## src/rtl/pcipm_defines.svh

```systemverilog
`ifndef PCIPM_DEFINES_SVH
`define PCIPM_DEFINES_SVH

// ============================================================
// Register byte offsets in configuration space
// ============================================================
`define PCIPM_OFS_BUS_REQ      8'h3c
`define PCIPM_OFS_PM_CAP       8'hdc
`define PCIPM_OFS_PM_CSR       8'he0

// ============================================================
// Bus requirements word fields
// ============================================================
`define PCIPM_INT_PIN_VALUE    8'h01
`define PCIPM_INT_LINE_RESET   8'h00
`define PCIPM_HINT_RESET       8'h00
`define PCIPM_BYTE_INT_LINE    0

// ============================================================
// Capabilities word fields
// ============================================================
`define PCIPM_CAP_WAKE_STATES  4'he
`define PCIPM_CAP_D2_D1        2'h3
`define PCIPM_CAP_RESERVED     3'h0
`define PCIPM_CAP_DEV_INIT     1'h1
`define PCIPM_CAP_WAKE_CLOCK   1'h0
`define PCIPM_CAP_VERSION      3'h1
`define PCIPM_CAP_NEXT_PTR     8'h00
`define PCIPM_CAP_ID           8'h01

// ============================================================
// Control/status word fields
// ============================================================
`define PCIPM_CSR_POWER_DATA   8'h00
`define PCIPM_CSR_BRIDGE_EXT   8'h00
`define PCIPM_CSR_REPORT_SCALE 2'h0
`define PCIPM_CSR_REPORT_SEL   4'h0
`define PCIPM_CSR_RESERVED     6'h00
`define PCIPM_CSR_FLAG_BIT     15
`define PCIPM_CSR_ENABLE_BIT   8
`define PCIPM_CSR_STATE_LSB    0
`define PCIPM_BYTE_CSR_LOW     0
`define PCIPM_BYTE_CSR_HIGH    1

// ============================================================
// Strap capture timing
// ============================================================
`define PCIPM_STRAP_SETTLE     2'h2

`endif

```

## src/rtl/pcipm_pkg.sv

```systemverilog
package pcipm_pkg;

	// ============================================================
	// Power states
	// ============================================================
	typedef enum logic [1:0] {
		PCIPM_D0 = 2'h0,
		PCIPM_D1 = 2'h1,
		PCIPM_D2 = 2'h2,
		PCIPM_D3 = 2'h3
	} pcipm_power_state_t;

	// ============================================================
	// Configuration access carriers
	// ============================================================
	typedef struct packed {
		logic        read;
		logic        write;
		logic [7:0]  addr;
		logic [3:0]  byteEn;
		logic [31:0] data;
	} pcipm_cfg_req_t;

	typedef struct packed {
		logic        valid;
		logic [31:0] data;
	} pcipm_cfg_rsp_t;

	typedef struct packed {
		logic       load;
		logic [7:0] maxLatency;
		logic [7:0] minGrant;
	} pcipm_hint_load_t;

endpackage

```

## src/rtl/pcipm_strap_latch.sv

```systemverilog
`timescale 1ns/1ps
`include "pcipm_defines.svh"

module pcipm_strap_latch (
	// Clock and power-on reset
	input  wire logic clock,
	input  wire logic powerOnRst,
	// Board pin
	input  wire logic board_aux_power_strap,
	// Latched level
	output logic      strapLatched
);

	// ============================================================
	// Two-stage synchroniser and one-time capture
	// ============================================================
	logic       syncFirst;
	logic       syncSecond;
	logic [1:0] settleCnt;
	logic       captured;
	logic [1:0] next_settleCnt;
	logic       next_captured;
	logic       next_strapLatched;

	always_comb begin
		next_settleCnt    = settleCnt;
		next_captured     = captured;
		next_strapLatched = strapLatched;
		if (!captured) begin
			if (settleCnt == `PCIPM_STRAP_SETTLE) begin
				next_captured     = 1'b1;
				next_strapLatched = syncSecond;
			end else begin
				next_settleCnt = settleCnt + 2'h1;
			end
		end
	end

	always_ff @(posedge clock) begin
		syncFirst  <= board_aux_power_strap;
		syncSecond <= syncFirst;
		if (powerOnRst) begin
			settleCnt    <= 2'h0;
			captured     <= 1'b0;
			strapLatched <= 1'b0;
		end else begin
			settleCnt    <= next_settleCnt;
			captured     <= next_captured;
			strapLatched <= next_strapLatched;
		end
	end

endmodule

```

## src/rtl/pcipm_wake_flag.sv

```systemverilog
`timescale 1ns/1ps
`include "pcipm_defines.svh"

module pcipm_wake_flag (
	// Clock and resets
	input  wire logic clock,
	input  wire logic sys_rst,
	input  wire logic powerOnRst,
	// Event and host controls
	input  wire logic wakeDetect,
	input  wire logic flagClear,
	input  wire logic enableWrite,
	input  wire logic enableData,
	// State and output
	output logic      wake_event_flag,
	output logic      wake_notify_enable,
	output logic      wakeOut
);

	// ============================================================
	// Sticky flag, enable and gated wake output
	// ============================================================
	logic next_flag;
	logic next_enable;
	logic next_wakeOut;

	always_comb begin
		next_flag = wake_event_flag;
		if (flagClear) begin
			next_flag = 1'b0;
		end
		if (wakeDetect) begin
			next_flag = 1'b1;
		end
		next_enable = enableWrite ? enableData : wake_notify_enable;
		if (sys_rst) begin
			next_enable = 1'b0;
		end
		next_wakeOut = next_flag & next_enable;
	end

	always_ff @(posedge clock) begin
		if (powerOnRst) begin
			wake_event_flag    <= 1'b0;
			wake_notify_enable <= 1'b0;
			wakeOut            <= 1'b0;
		end else begin
			wake_event_flag    <= next_flag;
			wake_notify_enable <= next_enable;
			wakeOut            <= next_wakeOut;
		end
	end

endmodule

```

## src/rtl/pcipm_config_regs.sv

```systemverilog
`timescale 1ns/1ps
`include "pcipm_defines.svh"

module pcipm_config_regs #(
	parameter int HINT_WIDTH = 8
) (
	// Clock and resets
	input  wire logic                      clock,
	input  wire logic                      sys_rst,
	input  wire logic                      powerOnRst,
	// Configuration access
	input  wire pcipm_pkg::pcipm_cfg_req_t cfgReq,
	output pcipm_pkg::pcipm_cfg_rsp_t      cfgRsp,
	// Hint values from the serial configuration memory loader
	input  wire pcipm_pkg::pcipm_hint_load_t hintLoad,
	// Board strap and wake events
	input  wire logic                      board_aux_power_strap,
	input  wire logic                      wakeDetect,
	// Status outputs
	output logic                           wakeOut,
	output pcipm_pkg::pcipm_power_state_t  powerState
);

	// ============================================================
	// Elaboration check
	// ============================================================
	if (HINT_WIDTH != 8) begin : gBadWidth
		$error("HINT_WIDTH must be 8");
	end

	// ============================================================
	// Address decode
	// ============================================================
	logic hitBusReq;
	logic hitPmCap;
	logic hitPmCsr;
	logic wrBusReq;
	logic wrPmCsr;

	// Address bits 1 and 0 are ignored, since the byte lanes come from byteEn.
	always_comb begin
		hitBusReq = {cfgReq.addr[7:2], 2'h0} == `PCIPM_OFS_BUS_REQ;
		hitPmCap  = {cfgReq.addr[7:2], 2'h0} == `PCIPM_OFS_PM_CAP;
		hitPmCsr  = {cfgReq.addr[7:2], 2'h0} == `PCIPM_OFS_PM_CSR;
		wrBusReq  = cfgReq.write & hitBusReq;
		wrPmCsr   = cfgReq.write & hitPmCsr;
	end

	// ============================================================
	// Strap capture and wake flag
	// ============================================================
	logic strapLatched;
	logic wakeFlag;
	logic wakeEnable;
	logic lowPower;
	logic flagClear;
	logic enableWrite;

	pcipm_strap_latch uStrap (
		.clock                 (clock),
		.powerOnRst            (powerOnRst),
		.board_aux_power_strap (board_aux_power_strap),
		.strapLatched          (strapLatched)
	);

	always_comb begin
		lowPower    = powerState != pcipm_pkg::PCIPM_D0;
		flagClear   = wrPmCsr & cfgReq.byteEn[`PCIPM_BYTE_CSR_HIGH]
		              & cfgReq.data[`PCIPM_CSR_FLAG_BIT];
		enableWrite = wrPmCsr & cfgReq.byteEn[`PCIPM_BYTE_CSR_HIGH];
	end

	pcipm_wake_flag uWake (
		.clock              (clock),
		.sys_rst            (sys_rst),
		.powerOnRst         (powerOnRst),
		.wakeDetect         (wakeDetect & lowPower),
		.flagClear          (flagClear),
		.enableWrite        (enableWrite),
		.enableData         (cfgReq.data[`PCIPM_CSR_ENABLE_BIT]),
		.wake_event_flag    (wakeFlag),
		.wake_notify_enable (wakeEnable),
		.wakeOut            (wakeOut)
	);

	// ============================================================
	// Writable state
	// ============================================================
	logic [7:0]                    intLine;
	logic [HINT_WIDTH-1:0]         maxLatency;
	logic [HINT_WIDTH-1:0]         minGrant;
	logic [7:0]                    next_intLine;
	logic [HINT_WIDTH-1:0]         next_maxLatency;
	logic [HINT_WIDTH-1:0]         next_minGrant;
	pcipm_pkg::pcipm_power_state_t next_powerState;

	always_comb begin
		next_intLine    = intLine;
		next_maxLatency = maxLatency;
		next_minGrant   = minGrant;
		next_powerState = powerState;
		if (wrBusReq && cfgReq.byteEn[`PCIPM_BYTE_INT_LINE]) begin
			next_intLine = cfgReq.data[7:0];
		end
		if (hintLoad.load) begin
			next_maxLatency = hintLoad.maxLatency;
			next_minGrant   = hintLoad.minGrant;
		end
		if (wrPmCsr && cfgReq.byteEn[`PCIPM_BYTE_CSR_LOW]) begin
			next_powerState = pcipm_pkg::pcipm_power_state_t'(cfgReq.data[1:0]);
		end
	end

	always_ff @(posedge clock) begin
		if (sys_rst) begin
			intLine    <= `PCIPM_INT_LINE_RESET;
			maxLatency <= `PCIPM_HINT_RESET;
			minGrant   <= `PCIPM_HINT_RESET;
			powerState <= pcipm_pkg::PCIPM_D0;
		end else begin
			intLine    <= next_intLine;
			maxLatency <= next_maxLatency;
			minGrant   <= next_minGrant;
			powerState <= next_powerState;
		end
	end

	// ============================================================
	// Read words
	// ============================================================
	logic [31:0] busReqWord;
	logic [31:0] capWord;
	logic [31:0] csrWord;

	always_comb begin
		busReqWord = {maxLatency, minGrant, `PCIPM_INT_PIN_VALUE, intLine};
		// Every capability field is a constant or the strap, so writes cannot alter it.
		capWord = {strapLatched,
		           `PCIPM_CAP_WAKE_STATES,
		           `PCIPM_CAP_D2_D1,
		           `PCIPM_CAP_RESERVED, `PCIPM_CAP_DEV_INIT,
		           strapLatched,
		           `PCIPM_CAP_WAKE_CLOCK,
		           `PCIPM_CAP_VERSION,
		           `PCIPM_CAP_NEXT_PTR, `PCIPM_CAP_ID};
		csrWord = {`PCIPM_CSR_POWER_DATA, `PCIPM_CSR_BRIDGE_EXT,
		           wakeFlag,
		           `PCIPM_CSR_REPORT_SCALE, `PCIPM_CSR_REPORT_SEL,
		           wakeEnable,
		           `PCIPM_CSR_RESERVED,
		           powerState};
	end

	// ============================================================
	// Read response
	// ============================================================
	pcipm_pkg::pcipm_cfg_rsp_t next_cfgRsp;

	always_comb begin
		next_cfgRsp.valid = cfgReq.read;
		next_cfgRsp.data  = 32'h0000_0000;
		if (cfgReq.read) begin
			unique case (1'b1)
				hitBusReq: next_cfgRsp.data = busReqWord;
				hitPmCap:  next_cfgRsp.data = capWord;
				hitPmCsr:  next_cfgRsp.data = csrWord;
				default:   next_cfgRsp.data = 32'h0000_0000;
			endcase
		end
	end

	always_ff @(posedge clock) begin
		if (sys_rst) begin
			cfgRsp <= '0;
		end else begin
			cfgRsp <= next_cfgRsp;
		end
	end
endmodule

```

## config.mk

```make
export PLATFORM = sky130hd
export DESIGN_NAME = pcipm_config_regs
export DESIGN_NICKNAME = d
export VERILOG_FILES = /design/src/rtl/pcipm_pkg.sv /design/src/rtl/pcipm_strap_latch.sv /design/src/rtl/pcipm_wake_flag.sv /design/src/rtl/pcipm_config_regs.sv
export VERILOG_INCLUDE_DIRS = /design/src /design/src/rtl
export SDC_FILE = /design/constraint.sdc
export NUM_CORES = 1
export LEC_CHECK = 0
export CAP_MARGIN = 0
export CORE_MARGIN = 5
export CORE_UTILIZATION = 61
export DETAILED_ROUTE_END_ITERATION = 6
export DONT_BUFFER_PORTS = 1
export PLACE_DENSITY = 0.73
export SETUP_SLACK_MARGIN = 0.1
export SLEW_MARGIN = 20
export SYNTH_ARGS = -nofsm -noshare
export SYNTH_HDL_FRONTEND = slang
export SYNTH_SLANG_ARGS = --single-unit
```

## constraint.sdc

```tcl
create_clock -name clock -period 1.4 [get_ports clock]
set_input_delay 0.14 -clock clock [delete_from_list [all_inputs] [get_ports clock]]
set_output_delay 0.14 -clock clock [all_outputs]
set_load 0.005 [all_outputs]
```

Yosys cells after proc, flatten, opt, wreduce, memory -nomap -nowiden --
Index checks and enable logic that the tools add are counted.
Word-level totals: register bits 68, bits of input ports 68, output and inout bits 36, word-level logic and storage cells 41
Cells by class: $add $sub $neg 1, eq/ne operators 4, muxes and demuxes 7, bitwise logic cells 9, reductions and logical operators 6
Operator list (number):
- 32-bit one-hot mux with 3 select lines | 1
- 6-bit == test (second input constant) | 2
- 1-bit bitwise AND | 6
- 6-bit by 4-bit == test with 1-bit output (second input constant) | 1
- 1-bit two-way mux | 6
- 2-bit AND reduction | 2
- 1-bit NOT | 3
- 2-bit by 1-bit adder with 2-bit output (second input constant) | 1
- 2-bit == test (second input constant) | 1
- 1-bit logical AND | 2
- 2-bit nonzero test | 1
- 2-bit OR reduction | 1

Logic depth before layout (Yosys ltp) --
depth after elaboration 7, mapped depth 5, mapped depth without buffers 5

By module --
From an unflattened synthesis, not the netlist that was laid out.
Second synthesis, totals: cells, all modules 221, area total of the unflattened synthesis 2314.7 µm²
By module, submodules not included:
- pcipm_config_regs | instances 1, cells an instance 192, area each 2004.4 µm², sequential area each 1061.0 µm²
- pcipm_strap_latch | instances 1, cells an instance 20, area each 205.2 µm², sequential area each 120.1 µm²
- pcipm_wake_flag | instances 1, cells an instance 9, area each 105.1 µm², sequential area each 60.1 µm²

Least setup slack after synthesis --
OpenSTA, ideal clock, no wires.
kind in2reg, start input cfgReq[43] (netlist name), end register intLine[0], library setup time 72 ps, data arrival time 1139 ps, data required time 1328 ps, path slack 190 ps, cell stages on the path 3, buffers on the path 0, cell sequence or3b_4 -> nor3_4 -> mux2i_1
On the way: longest elaborated chain between the ends 3
Ends and longest elaborated chain:
- start, declared | RTL line pcipm_config_regs.sv:12 | input wire pcipm_pkg::pcipm_cfg_req_t cfgReq,
- 6-bit by 4-bit == test with 1-bit output (no source line)
- 1-bit bitwise AND | RTL line pcipm_config_regs.sv:45 | wrBusReq = cfgReq.write & hitBusReq;
- 1-bit logical AND | RTL line pcipm_config_regs.sv:102 | if (wrBusReq && cfgReq.byteEn[`PCIPM_BYTE_INT_LINE]) begin
- end signal, assigned | RTL line pcipm_config_regs.sv:116 | intLine <= `PCIPM_INT_LINE_RESET;
- end signal, assigned | RTL line pcipm_config_regs.sv:121 | intLine <= next_intLine;
- end, declared | RTL line pcipm_config_regs.sv:89 | logic [7:0] intLine;
Every way passes these cells. A chain may end at the register's enable or synchronous reset.

==> impl_metrics.csv <==
group,metric,value,unit
grt,grt_overflow,0,
timing,worst_slew_pin_slew,800.6,ps
placement,hpwlAfterDp,3.319,mm
yosys,synth_async_sr_flop_share,0,%
layout,final_util,76.83,%
critical_path,slowest_delay,580,ps
clock_tree,cts_sinks,62,
critical_path,reg2reg_slack,180,ps
layout,syn2layout_area_growth,22.85,%
grt,grt_pass1_wl,8.390,mm
worst_hold_path,whs_path_depth,2,
critical_path,cp_top_family,"buffers and inverters",
power_and_ir_drop,cellPowerDensity,1220,nW/µm²
timing,finalSetupViolCount,0,
timing,slew_violations,0,
critical_path,cp.arrival,1450,ps
layout,fill_cells,242,
yosys,synth_edf_count,0,
timing,grt_setup_unrepaired,"no",
drt,routed_wl,5.044,mm
floorplanning,io_pins,104,
floorplanning,core-area,3633,µm²
run_status,status,"complete, but fails checks",
critical_path,critical_path_class,"input pin to flop",
yosys,yosysWarnings,0,
yosys,avgSynthCellArea,10.24,µm²
critical_path,r2r-start,"minGrant[3]",
yosys,ys_ff_latch,62,
layout,final_cell_mix,"dfxtp_1, dlygate4sd3_1, mux2i_1",
critical_path,crit_path_end_kind,"flop",
drt,drtIter0Drc,76,
critical_path,crit_top_cell,"dlygate4sd3_1",
timing,fmax,784.3,MHz
timing,period_minus_slack,1275,ps
layout,layout.nets,329,
yosys,ys.flop_type,"dfxtp_1",
worst_hold_path,min_to,"maxLatency[6]",
floorplanning,die_x,71.03,µm
floorplanning,initial_utilization,62.53,%
timing,hold_ws,-3.149,ps
clock_tree,post-cts-setup-buffer-count,0,
critical_path,crit_chain,"dlygate4sd3_1 > mux2i_1 > dlygate4sd3_1 > nor2_1",
drt,viasPerCell,5.423,
floorplanning,num_rows,22,
drt,drtPass1Iterations,4,
grt,grt.met1_usage,23.53,%
yosys,synthCells,222,
timing,relSlewSlack,46.62,%
grt,busiest_layer,"met2",
yosys,synth_cell_type_count,38,
floorplanning,die_area,5045,µm²
timing,min_period_over_period,91.07,%
floorplanning,dieHeight,71.03,µm
grt,grt_pass1_vias,1823,
critical_path,cp_num_buf_inv,2,
yosys,yosysSeqAreaShare,54.63,%
layout,n_antenna_cell,0,
layout,regArea,1241,µm²
critical_path,cp-start-kind,"input pin",
grt,antenna_found_initial,0,
critical_path,crit_cells,4,
power_and_ir_drop,power,3.404,mW
clock_tree,cts_tree,"yes",
placement,postPlaceCellArea,2303,µm²
critical_path,cpMaxStageDelayCell,"dlygate4sd3_1",
layout,final_common_cell,"dfxtp_1",
clock_tree,cts.root.buffer_cell,"clkbuf_8",
timing,fin_setup_tns,0,ps
drt,via_count,1681,
power_and_ir_drop,leakage,1.119,nW
drt,routedWlPerCell,16.27,µm
worst_hold_path,hold_class,"input pin to flop",
grt,use_met2,35.63,%
clock_tree,clk_latency,330,ps
placement,globalplace.congestion,0.8002,
run_status,violations,"negative hold slack",
layout,final_area,2791,µm²
critical_path,reg2regPathDepth,3,
timing,hold_viol,1,
yosys,syn_area,2272,µm²
drt,drc,0,
placement,port-buffer-count,0,
critical_path,critical_path_peak_fanout,1,
grt,track_usage,21.37,%
grt,use_met3,9.517,%
run,max_cap_violations,0,
clock_tree,htree_num_levels,3,
drt,ant_nets,0,
clock_tree,cts_made_buffers,9,
clock_tree,cts_buffer_depth,2,
worst_hold_path,hp-start,"hintLoad[16]",
layout,drive_gt1_share,8.779,%
layout,multiInputGateArea,952.2,µm²
clock_tree,cts.clk_slew.worst_paths,50,ps
critical_path,crit_required,1580,ps
timing,finClkSkew,9.085,ps
grt,grt_max_degree,27,
critical_path,r2r_end,"minGrant[3]",
power_and_ir_drop,peakVddDrop,692.8,µV
[sequential cells by signal, indices dropped and copies added, names as in the netlist]
signal                    count
cfgRsp                       27
intLine                       8
maxLatency                    8
minGrant                      8
powerState                    2
uStrap.settleCnt              2
uStrap.captured               1
uStrap.strapLatched           1
uStrap.syncFirst              1
uStrap.syncSecond             1
uWake.wakeOut                 1
uWake.wake_event_flag         1
uWake.wake_notify_enable      1
[cells in the mapped netlist (all sizes together) (2+ instances only)]
master  instances  area (µm²)
dfxtp          62        1241
mux2i          27       270.3
nor2           22       82.58
nand2b         19       118.9
nand3          16       80.08
and2           14       87.59
a21oi          13       65.06
clkbuf         10       38.78
buf             8       53.79
nor3            3       26.28
and4            2       17.52
inv             2       7.510
nand2           2       7.510
nand4           2       12.51
nor2b           2       12.51
nor4b           2       23.77
[power breakdown]
part	total, mW	switching (mW)	leakage [nW]	internal (mW)
clock network	1.19	0.588	0.0776	0.602
logic	0.337	0.146	0.537	0.190
registers	1.88	0.0402	0.504	1.84
total	3.40	0.775	1.12	2.63
[layout make-up]
type	count	area share, %
Tap cell	48	2.151
Inverter	2	0.2689
Clock buffer	10	4.572
Timing Repair Buffer	40	13.90
Multi-Input combinational cell	145	34.11
Clock inverter	3	0.5379
Sequential cell	62	44.46
[layer usage]
metal	part of all wire [%]	up-vias	wire length [µm]
met5	0	-	0
li1	-	817	-
met3	9.7	10	488
met1	39	771	1960
met2	50	83	2497
met4	1.9	0	98
[metrics by stage]
| step | hold slack [ps] | std cells | setup WS (ps) |
|---|---|---|---|
| CTS | 4.867 | 311 | 122.8 |
| finish | -3.149 | 310 | 125.0 |
| detailed placement | 167.9 | 263 | 131.7 |
| floorplan | 167.7 | 227 | 189.6 |
| global route | 15.69 | 310 | 101.1 |
| global placement | 167.8 | 263 | 179.7 |
[how the worst max path moves through the flow]
stage,startpoint,end,slack [ps]
3_3_place_gp,cfgReq[39],uWake.wake_event_flag,180
6_report,hintLoad[12],maxLatency[4],120
2_1_floorplan,cfgReq[43],intLine[0],190
5_1_grt,hintLoad[12],maxLatency[4],100
4_1_cts,sys_rst,uWake.wakeOut,120
3_5_place_dp,cfgReq[39],uWake.wake_event_flag,130
[kinds of logic (layout without fill, tap and decap cells)]
logic type	after synthesis	count (layout)	share of synthesized area (%)
flip-flops	62	62	54.63
buffers and inverters	20	55	4.405
XOR/XNOR	1	1	0.3855
multiplexers	27	27	11.89
AO/OA/AOI/OAI	19	19	4.791
adder cells (fa/ha/maj)	1	1	0.5506
AND/OR/NAND/NOR	91	91	23.18
other	1	6	0.1650
[repair_timing]
action | in CTS | in global routing
hold buffers | 35 | 0
gates resized for setup | 0 | 2
endpoints found under the hold margin | 33 | 0
endpoints found under the setup margin | 0 | 13
No activity file was read; power rests on OpenSTA's default activity.
